==> src/verilog/branch_skip_compare_control.sv <==
// Control-flow execution for the 8-bit core: jumps, calls, returns,
// compares, skips and flag branches, with per-instruction cycle counts.
// The package shared with the compare unit leads the file.
// Assumes the decoder presents one instruction with valid, the fetch
// stage honours busy and flush, and the stack shows its top word.
//
// Overview of operation
// - Indirect jump loads Z, two cycles.
// - Relative call pushes, jumps PC+k+1, three cycles.
// - Indirect call pushes, jumps to Z, three cycles.
// - Equal registers skip next; one to three cycles.
// - Compares set Z N V C H, one cycle.
// - Register bit clear skips next instruction.
// - Register bit set skips next instruction.
// - I/O bit clear or set skips next.
// - Branch when chosen status bit is one.
// - Branch when chosen status bit is zero.
// - Equal on Z one, not-equal on zero.
// - Carry set/lower on C one, else zero.
// - Minus on N one, plus on zero.
// - Signed greater-or-equal when N xor V zero.
// - Signed less-than when N xor V one.
// - Half-carry branches test H flag.
// - T-bit branches test T flag.
// - Overflow branches test V flag.
// - Skip adds two or three words.
`timescale 1ns/10ps
package branch_skip_compare_pkg;
	localparam int PC_WIDTH = 16;
	localparam int OFFSET_WIDTH = 12;
	// Status register bit positions
	localparam int FLAG_CARRY = 0;
	localparam int FLAG_ZERO = 1;
	localparam int FLAG_NEGATIVE = 2;
	localparam int FLAG_OVERFLOW = 3;
	localparam int FLAG_SIGN = 4;
	localparam int FLAG_HALF = 5;
	localparam int FLAG_TBIT = 6;
	localparam int FLAG_INTERRUPT = 7;
	// Cycle counts per instruction
	localparam logic [2:0] CYCLES_INDIRECT_JUMP = 3'h2;
	localparam logic [2:0] CYCLES_DIRECT_JUMP = 3'h3;
	localparam logic [2:0] CYCLES_RELATIVE_JUMP = 3'h2;
	localparam logic [2:0] CYCLES_RELATIVE_CALL = 3'h3;
	localparam logic [2:0] CYCLES_INDIRECT_CALL = 3'h3;
	localparam logic [2:0] CYCLES_DIRECT_CALL = 3'h4;
	localparam logic [2:0] CYCLES_RETURN = 3'h4;
	localparam logic [2:0] CYCLES_SINGLE = 3'h1;
	localparam logic [2:0] CYCLES_BRANCH_TAKEN = 3'h2;
	localparam logic [2:0] CYCLES_SKIP_SHORT = 3'h2;
	localparam logic [2:0] CYCLES_SKIP_LONG = 3'h3;
	// Program counter steps
	localparam logic [15:0] PC_STEP_ONE = 16'h0001;
	localparam logic [15:0] PC_STEP_TWO = 16'h0002;
	localparam logic [15:0] PC_STEP_SKIP_SHORT = 16'h0002;
	localparam logic [15:0] PC_STEP_SKIP_LONG = 16'h0003;
	// Reset values
	localparam logic [15:0] RESET_PC = 16'h0000;
	localparam logic [7:0] RESET_FLAGS = 8'h00;
	localparam logic [2:0] RESET_COUNT = 3'h0;

	typedef enum logic [4:0] {
		no_operation          = 5'h00,
		indirect_jump         = 5'h01,
		direct_jump           = 5'h02,
		relative_jump         = 5'h03,
		relative_call         = 5'h04,
		indirect_call         = 5'h05,
		direct_call           = 5'h06,
		subroutine_return     = 5'h07,
		interrupt_return      = 5'h08,
		compare_skip_equal    = 5'h09,
		compare_regs          = 5'h0a,
		compare_with_carry    = 5'h0b,
		compare_immediate     = 5'h0c,
		skip_reg_bit_clear    = 5'h0d,
		skip_reg_bit_set      = 5'h0e,
		skip_io_bit_clear     = 5'h0f,
		skip_io_bit_set       = 5'h10,
		branch_flag_set       = 5'h11,
		branch_flag_clear     = 5'h12,
		branch_equal          = 5'h13,
		branch_not_equal      = 5'h14,
		branch_carry_set      = 5'h15,
		branch_carry_clear    = 5'h16,
		branch_same_higher    = 5'h17,
		branch_lower          = 5'h18,
		branch_minus          = 5'h19,
		branch_plus           = 5'h1a,
		branch_greater_equal  = 5'h1b,
		branch_less_than      = 5'h1c,
		branch_half_carry_set = 5'h1d,
		branch_half_carry_clr = 5'h1e,
		branch_tbit_set       = 5'h1f
	} op_t;

	// Opcode space is full; cleared T and overflow branches use select pins
	typedef struct packed {
		op_t         op;
		logic [7:0]  rd;
		logic [7:0]  rr;
		logic [7:0]  imm;
		logic [2:0]  bit_sel;
		logic [2:0]  flag_sel;
		logic [11:0] offset;
		logic        next_two_word;
		logic [15:0] second_word;
	} instr_t;

	typedef struct packed {
		logic        load;
		logic [15:0] target;
		logic        push;
		logic [15:0] push_data;
		logic        pop;
		logic        flush;
	} flow_t;
endpackage

module branch_skip_compare_control import branch_skip_compare_pkg::*; (
	input  wire logic        i_clock,
	input  wire logic        i_rst_b,
	input  wire logic        i_clock_en,
	input  wire logic        i_instr_valid,
	input  wire instr_t      i_instr,
	input  wire logic [15:0] i_pc,
	input  wire logic [15:0] i_z_pointer,
	input  wire logic [15:0] i_stack_top,
	input  wire logic [7:0]  i_flags,
	input  wire logic        i_io_bit,
	input  wire logic        i_tbit_clear_sel,
	input  wire logic        i_overflow_sel,
	output logic             o_busy,
	output logic             o_done,
	output flow_t            o_flow,
	output logic             o_flags_we,
	output logic [7:0]       o_flags
);
	typedef enum logic [1:0] {
		idle  = 2'b01,
		stall = 2'b10
	} state_t;

	state_t      state;
	state_t      next_state;
	logic [2:0]  remaining;
	logic [2:0]  next_remaining;
	flow_t       next_flow;
	logic        next_flags_we;
	logic [7:0]  next_flags;
	logic [2:0]  cycles;
	logic        condition;
	logic [7:0]  compare_flags;

	// Sign extension of the relative offset
	function automatic logic [15:0] extend(input logic [11:0] value);
		extend = {{4{value[11]}}, value};
	endfunction

	// Instruction classes used by several decisions
	function automatic logic is_skip(input op_t op);
		is_skip = (op == compare_skip_equal) || (op == skip_reg_bit_clear)
			|| (op == skip_reg_bit_set) || (op == skip_io_bit_clear)
			|| (op == skip_io_bit_set);
	endfunction

	function automatic logic is_branch(input op_t op);
		is_branch = (op >= branch_flag_set) && (op <= branch_tbit_set);
	endfunction

	function automatic logic is_compare(input op_t op);
		is_compare = (op == compare_regs) || (op == compare_with_carry)
			|| (op == compare_immediate);
	endfunction

	wire        accept = i_instr_valid && (state == idle) && i_clock_en;
	wire op_t   op = i_instr.op;
	wire [15:0] pc_next = i_pc + PC_STEP_ONE;
	wire [15:0] relative_target = i_pc + extend(i_instr.offset)
		+ PC_STEP_ONE;
	wire [15:0] skip_target = i_pc + (i_instr.next_two_word
		? PC_STEP_SKIP_LONG : PC_STEP_SKIP_SHORT);
	// Cleared T-bit and overflow branches ride on the flag-set codes
	wire        tbit_inverted = (op == branch_tbit_set) && i_tbit_clear_sel;
	wire        overflow_branch = (op == branch_flag_set) && i_overflow_sel;
	wire [2:0]  flag_select = overflow_branch
		? FLAG_OVERFLOW[2:0] : i_instr.flag_sel;
	wire        raw_condition;
	wire        overflow_condition = i_flags[FLAG_OVERFLOW]
		^ i_tbit_clear_sel;
	wire        tbit_condition = ~i_flags[FLAG_TBIT];

	assign condition = overflow_branch ? overflow_condition
		: (tbit_inverted ? tbit_condition : raw_condition);

	compare_flags_unit flags_unit (
		.i_op        (op),
		.i_rd        (i_instr.rd),
		.i_rr        (i_instr.rr),
		.i_imm       (i_instr.imm),
		.i_flags     (i_flags),
		.i_bit_sel   (i_instr.bit_sel),
		.i_flag_sel  (flag_select),
		.i_io_bit    (i_io_bit),
		.o_flags     (compare_flags),
		.o_condition (raw_condition)
	);

	// Flow change and cycle count of the accepted instruction
	always_comb begin
		next_flow = '0;
		next_flags_we = 1'b0;
		next_flags = i_flags;
		cycles = CYCLES_SINGLE;
		case (op)
			indirect_jump: begin
				next_flow.load = 1'b1;
				next_flow.target = i_z_pointer;
				cycles = CYCLES_INDIRECT_JUMP;
			end
			direct_jump: begin
				next_flow.load = 1'b1;
				next_flow.target = i_instr.second_word;
				cycles = CYCLES_DIRECT_JUMP;
			end
			relative_jump: begin
				next_flow.load = 1'b1;
				next_flow.target = relative_target;
				cycles = CYCLES_RELATIVE_JUMP;
			end
			relative_call: begin
				next_flow.load = 1'b1;
				next_flow.target = relative_target;
				next_flow.push = 1'b1;
				next_flow.push_data = pc_next;
				cycles = CYCLES_RELATIVE_CALL;
			end
			indirect_call: begin
				next_flow.load = 1'b1;
				next_flow.target = i_z_pointer;
				next_flow.push = 1'b1;
				next_flow.push_data = pc_next;
				cycles = CYCLES_INDIRECT_CALL;
			end
			direct_call: begin
				next_flow.load = 1'b1;
				next_flow.target = i_instr.second_word;
				next_flow.push = 1'b1;
				next_flow.push_data = i_pc + PC_STEP_TWO;
				cycles = CYCLES_DIRECT_CALL;
			end
			subroutine_return,
			interrupt_return: begin
				next_flow.load = 1'b1;
				next_flow.target = i_stack_top;
				next_flow.pop = 1'b1;
				cycles = CYCLES_RETURN;
				if (op == interrupt_return) begin
					next_flags_we = 1'b1;
					next_flags[FLAG_INTERRUPT] = 1'b1;
				end
			end
			default: begin
				if (is_compare(op)) begin
					next_flags_we = 1'b1;
					next_flags = compare_flags;
				end else if (is_skip(op) && condition) begin
					next_flow.load = 1'b1;
					next_flow.target = skip_target;
					cycles = i_instr.next_two_word
						? CYCLES_SKIP_LONG : CYCLES_SKIP_SHORT;
				end else if (is_branch(op) && condition) begin
					next_flow.load = 1'b1;
					next_flow.target = relative_target;
					cycles = CYCLES_BRANCH_TAKEN;
				end
			end
		endcase
		// Any taken change of flow drops the prefetched word
		next_flow.flush = next_flow.load;
	end

	// Stall for the extra cycles of the instruction
	always_comb begin
		next_state = state;
		next_remaining = remaining;
		case (state)
			idle: begin
				if (accept && (cycles > CYCLES_SINGLE)) begin
					next_state = stall;
					next_remaining = cycles - CYCLES_SINGLE;
				end
			end
			stall: begin
				next_remaining = remaining - 3'h1;
				if (remaining == 3'h1) begin
					next_state = idle;
				end
			end
			default: begin
				next_state = idle;
				next_remaining = RESET_COUNT;
			end
		endcase
	end

	assign o_busy = (state != idle);
	assign o_done = (accept && (cycles == CYCLES_SINGLE))
		|| ((state == stall) && (remaining == 3'h1));

	always_ff @(posedge i_clock or negedge i_rst_b) begin
		if (!i_rst_b) begin
			state <= idle;
			remaining <= RESET_COUNT;
		end else if (i_clock_en) begin
			state <= next_state;
			remaining <= next_remaining;
		end
	end

	always_ff @(posedge i_clock or negedge i_rst_b) begin
		if (!i_rst_b) begin
			o_flow <= '0;
			o_flags_we <= 1'b0;
			o_flags <= RESET_FLAGS;
		end else if (i_clock_en) begin
			o_flow <= accept ? next_flow : '0;
			o_flags_we <= accept && next_flags_we;
			if (accept && next_flags_we) begin
				o_flags <= next_flags;
			end
		end
	end
endmodule

==> src/verilog/branch_compare_unit.sv <==
// Combinational unit that forms compare flags and branch or skip
// conditions; its package sits in the control-flow file.
// Assumes operands and status flags are stable for the whole cycle.
`timescale 1ns/10ps

module compare_flags_unit import branch_skip_compare_pkg::*; (
	input  wire op_t        i_op,
	input  wire logic [7:0] i_rd,
	input  wire logic [7:0] i_rr,
	input  wire logic [7:0] i_imm,
	input  wire logic [7:0] i_flags,
	input  wire logic [2:0] i_bit_sel,
	input  wire logic [2:0] i_flag_sel,
	input  wire logic       i_io_bit,
	output logic [7:0]      o_flags,
	output logic            o_condition
);
	wire        use_imm   = (i_op == compare_immediate);
	wire        use_carry = (i_op == compare_with_carry);
	wire [7:0]  subtrahend = use_imm ? i_imm : i_rr;
	wire [8:0]  difference = {1'b0, i_rd} - {1'b0, subtrahend}
		- {8'h00, use_carry & i_flags[FLAG_CARRY]};
	wire [7:0]  result = difference[7:0];
	wire        borrow_half = (~i_rd[3] & subtrahend[3])
		| (subtrahend[3] & result[3]) | (result[3] & ~i_rd[3]);
	wire        overflow = (i_rd[7] & ~subtrahend[7] & ~result[7])
		| (~i_rd[7] & subtrahend[7] & result[7]);
	wire        zero_raw = (result == 8'h00);
	// Carry compare keeps zero only if it was already set
	wire        zero = use_carry ? (zero_raw & i_flags[FLAG_ZERO]) : zero_raw;
	wire        sign_test = i_flags[FLAG_NEGATIVE] ^ i_flags[FLAG_OVERFLOW];

	always_comb begin
		o_flags = i_flags;
		o_flags[FLAG_CARRY] = difference[8];
		o_flags[FLAG_ZERO] = zero;
		o_flags[FLAG_NEGATIVE] = result[7];
		o_flags[FLAG_OVERFLOW] = overflow;
		o_flags[FLAG_SIGN] = result[7] ^ overflow;
		o_flags[FLAG_HALF] = borrow_half;
	end

	always_comb begin
		case (i_op)
			compare_skip_equal:    o_condition = (i_rd == i_rr);
			skip_reg_bit_clear:    o_condition = ~i_rr[i_bit_sel];
			skip_reg_bit_set:      o_condition = i_rr[i_bit_sel];
			skip_io_bit_clear:     o_condition = ~i_io_bit;
			skip_io_bit_set:       o_condition = i_io_bit;
			branch_flag_set:       o_condition = i_flags[i_flag_sel];
			branch_flag_clear:     o_condition = ~i_flags[i_flag_sel];
			branch_equal:          o_condition = i_flags[FLAG_ZERO];
			branch_not_equal:      o_condition = ~i_flags[FLAG_ZERO];
			branch_carry_set,
			branch_lower:          o_condition = i_flags[FLAG_CARRY];
			branch_carry_clear,
			branch_same_higher:    o_condition = ~i_flags[FLAG_CARRY];
			branch_minus:          o_condition = i_flags[FLAG_NEGATIVE];
			branch_plus:           o_condition = ~i_flags[FLAG_NEGATIVE];
			branch_greater_equal:  o_condition = ~sign_test;
			branch_less_than:      o_condition = sign_test;
			branch_half_carry_set: o_condition = i_flags[FLAG_HALF];
			branch_half_carry_clr: o_condition = ~i_flags[FLAG_HALF];
			branch_tbit_set:       o_condition = i_flags[FLAG_TBIT];
			default:               o_condition = 1'b0;
		endcase
	end
endmodule

==> config.mk <==
export PLATFORM = sky130hd
export DESIGN_NAME = branch_skip_compare_control
export DESIGN_NICKNAME = d
export VERILOG_FILES = /design/src/verilog/branch_skip_compare_control.sv /design/src/verilog/branch_compare_unit.sv
export SDC_FILE = /design/constraint.sdc
export NUM_CORES = 1
export LEC_CHECK = 0
export ABC_AREA = 1
export BUFFER_PORTS_ARGS = -buffer_cell sky130_fd_sc_hd__buf_2
export CAP_MARGIN = 20
export CORE_MARGIN = 4
export CORE_UTILIZATION = 50
export CTS_CLUSTER_SIZE = 8
export DETAILED_ROUTE_END_ITERATION = 8
export PLACE_DENSITY = 0.87
export SLEW_MARGIN = 10
export SYNTH_ARGS = -nofsm -noshare
export SYNTH_HDL_FRONTEND = slang
export SYNTH_SLANG_ARGS = --single-unit
==> constraint.sdc <==
create_clock -name i_clock -period 2.6 [get_ports i_clock]
set_clock_uncertainty 0.1 [all_clocks]
set_input_delay 0.26 -clock i_clock [delete_from_list [all_inputs] [get_ports i_clock]]
set_output_delay 0.26 -clock i_clock [all_outputs]
set_load 0.05 [all_outputs]
==> results.sh <==
export IMPL_synth_area_sq_um=5861
export IMPL_synth_warnings=0
export IMPL_nFillCells=981
export IMPL_gp_congestion=0.9499
export IMPL_synthMuxAreaShare_pct=0.5551
export IMPL_cpMaxStageDelayCell="nand4_4"
export IMPL_fp_coreArea_sq_um=11470
export IMPL_cts_sinks=49
export IMPL_p_comb_share_pct=56.2
export IMPL_crit_arrival_ns=2.93
export IMPL_dieArea_sq_um=13520
export IMPL_tightest_slew_ns=0.4609
export IMPL_fin_crit_sh_pct=107.6
export IMPL_crit_family="simple AND/OR/NAND/NOR gates"
export IMPL_swShare_pct=46.88
export IMPL_grt_pass1_vias=6662
export IMPL_cp_max_fo=8
export IMPL_drc=0
export IMPL_cts_max_level=2
export IMPL_fmax_mhz=357.5
export IMPL_wirelength_um=20990
export IMPL_rsz0062_at_grt="true"
export IMPL_syn_area_per_cell_sq_um=6.548
export IMPL_hp_class="in -> reg"
export IMPL_synth_xor_area_share_pct=6.874
export IMPL_maxSlewViolCount=0
export IMPL_start_kind="input pin"
export IMPL_firstDrtPassIters=5
export IMPL_violations="setup timing"
export IMPL_gr_total_overflow=0
export IMPL_syn_num_nets=1066
export IMPL_detail_route_vias_per_cell=5.597
export IMPL_fin_crit_ns=2.798
export IMPL_synth_edf_count=0
export IMPL_die_x_um=116.3
export IMPL_async_reset_ff_share_pct=100.0
export IMPL_fin_ws_ns=-0.1976
export IMPL_vias=7226
export IMPL_place_area_sq_um=7377
export IMPL_p_leak_nw=4.278
export IMPL_nets=1317
export IMPL_synth_top_family_by_area="simple AND/OR/NAND/NOR gates"
export IMPL_grt_pass1_wl_um=31950
export IMPL_cp_required_ns=2.73
export IMPL_p_int_mw=1.996
export IMPL_hold_viol=0
export IMPL_clock_path_buffers=2
export IMPL_worstSetupPathType="in -> reg"
export IMPL_port_buffers=173
export IMPL_seqCellArea_sq_um=1227
export IMPL_grtUsageMet3_pct=3.523
export IMPL_dp_hpwl_um=16170
export IMPL_use_met1_pct=40.78
export IMPL_synth_seq_cells=49
export IMPL_drtAntennaViolNets=0
export IMPL_clock_latency_ns=0.30
export IMPL_ir_drop_mv=0.5250
export IMPL_drive_gt1_share_pct=32.61
export IMPL_grt_use_met2_pct=46.72
export IMPL_synth_compound_area_share_pct=20.39
export IMPL_root_buffer="clkbuf_16"
export IMPL_status="finished with violations"
export IMPL_seqPwrFrac_pct=25.8
export IMPL_synthAdderAreaFrac_pct=9.778
export IMPL_end_kind="flop"
export IMPL_clkPwrFrac_pct=18.1
export IMPL_grt_usage_pct=29.53
export IMPL_drt_iter0_drc=621
export IMPL_slew_headroom_pct=69.27
export IMPL_maxCapViolations=0
export IMPL_yosysSeqAreaShare_pct=20.94
export IMPL_slowest_delay_ns=0.19
export IMPL_synthDistinctLibCells=60
export IMPL_grt_busiest_layer="met2"
export IMPL_crit_top_cell="nand2_1"
export IMPL_finalSetupViolCount=10
export IMPL_p_per_area_nw_per_um2=472.8
export IMPL_fp_dieH_um=116.3
export IMPL_area_growth_pct=35.61
export IMPL_multiInputGateArea_sq_um=4270
export IMPL_path_buf_inv=7
export IMPL_fp_row_count=39
export IMPL_wl_per_cell_um=16.26
export IMPL_io_pins=174
export IMPL_p_switching_mw=1.761
export IMPL_fin_util_pct=69.31
export IMPL_design_area_sq_um=7948
export IMPL_synth_flop_cell="dfrtp_1"
export IMPL_cts_reportedPaths_clkPinSlew_ns=0.07
export IMPL_grt_max_degree=37
export IMPL_syn_inst=895
export IMPL_antenna_found_initial=1
export IMPL_synthSimpleGateAreaFrac_pct=30.40
export IMPL_start_util_pct=51.11
export IMPL_cts_tree="yes"
export IMPL_numCtsBuffers=5
-- per-stage QoR --
step,setup slack (ns),cells,TNS (ns),power [mW],hold slack [ns]
after floorplan,-0.2864,895,-1.039,2.249,-0.1356
after global placement,-0.2515,1265,-2.359,2.813,0.08593
after detailed placement,-0.3201,1265,-3.193,2.854,0.09062
after CTS,-0.1525,1282,-0.3927,3.587,0.1181
after global routing,-0.3490,1291,-2.924,3.971,0.1360
final,-0.1976,1291,-1.444,3.758,0.1209
-- layout by cell type (no fill, tap or decap), types with 7 or more instances in the layout --
master    instances
nand2_1         223
inv_2            16
nor2_1           73
o21ai_1          13
ha_1             33
nand3_1          47
o21ai_0          43
buf_4            85
nand2_2          10
a21oi_1          50
o21ai_2           7
nor2_2            7
nor3_1           11
dfrtp_1          48
nor2_4            8
xnor2_1          10
inv_1           107
a22o_1           15
a22oi_1           9
buf_2           170
o211ai_1          8
a21oi_2           9
buf_6            10
xor2_1           36
nand3_2          10
-- cells in the mapped netlist (5+ instances only) --
library cell  count  area share (%)
a21oi_1          57             4.9
xor2_1           36             5.4
nor3_1           14             1.2
a22oi_1           9             1.2
o21ai_2           5            0.75
nor2_1           83             5.3
dfrtp_1          48              20
nand3_1          55             4.7
nand2_2           6            0.64
o21ai_0          53             4.5
o21ai_1           5            0.43
inv_1           119             7.6
nand2_1         228              15
ha_1             41             8.8
a22o_1           15             2.2
xnor2_1          10             1.5
o211ai_1          8             1.0
clkbuf_1          9            0.58
buf_6             5            0.96
inv_2             6            0.38
-- what timing repair did --
action                                  in CTS  in global routing
resized for setup                           28                 58
setup buffers                                8                  8
endpoints found under the hold margin       13                  0
gates cloned                                 0                  0
pin swaps                                   20                 31
hold buffers                                 1                  0
endpoints found under the setup margin       4                 11
-- worst paths after layout --
kind | start | end | slack [ns] | cells past startpoint
max reg2reg | state[0]$_DFFE_PN1P_ | o_flags[0]$_DFFE_PN0P_ | 0.45 | 7
max | i_instr[60] | remaining[2]$_DFFE_PN0P_ | -0.20 | 27
max in group asynchronous | i_rst_b | state[0]$_DFFE_PN1P_ | 1.26 | 3
min in group asynchronous | i_rst_b | o_flow[14]$_DFFE_PN0P_ | 0.32 | 2
min reg2reg | o_flow[22]$_DFFE_PN0P_ | o_flow[22]$_DFFE_PN0P_ | 0.38 | 2
min | i_flags[7] | o_flags[7]$_DFFE_PN0P_ | 0.12 | 3
-- worst register-to-register path: cells and delay by family, from the launching register on --
kind                       cells  cell delay [ns]
buffers and inverters          2             0.45
DFF                            1             0.55
adders and majority gates      1             0.29
and+or+nand+nor                2             0.44
AOI/OAI and AO/OA              2             0.27
-- power groups by stage --
stage | clock network, mW | registers, mW | logic (mW)
after floorplan | 0 | 1.33 | 0.914
after global placement | 0 | 0.979 | 1.83
after detailed placement | 0 | 0.979 | 1.88
after CTS | 0.687 | 0.967 | 1.93
after global routing | 0.709 | 0.985 | 2.28
final | 0.679 | 0.968 | 2.11
-- kinds of logic (layout without fill, tap and decap cells) --
kind of cell / after synthesis / in the layout
AO/OA/AOI/OAI: 191 / 191
XOR/XNOR: 46 / 46
adder cells (fa/ha/maj): 44 / 44
buffers and inverters: 150 / 402
flip-flops: 49 / 49
multiplexers: 3 / 3
other: 0 / 1
AND/OR/NAND/NOR: 412 / 412
-- sequential cells by signal, summed over array words and instances (netlist names) --
signal	flops
o_flags_we	1
o_flow	35
remaining	3
o_flags	8
state	2
-- metal layers --
metal  part of all wire (%)  routed length (um)
met1                     41                8664
met2                     45                9452
met3                    9.3                1952
met4                    4.4                 923
met5                      0                   0
-- area by class of cell --
type	instances	share of cell area, %
multi-input cells	696	53.73
repair buffers	268	20.72
flip-flops and latches	49	15.44
inverters	126	6.014
well taps	143	2.251
clock buffers	6	1.622
clock inverters	2	0.1889
diodes	1	0.03149
(Power assumes the default switching activity.)
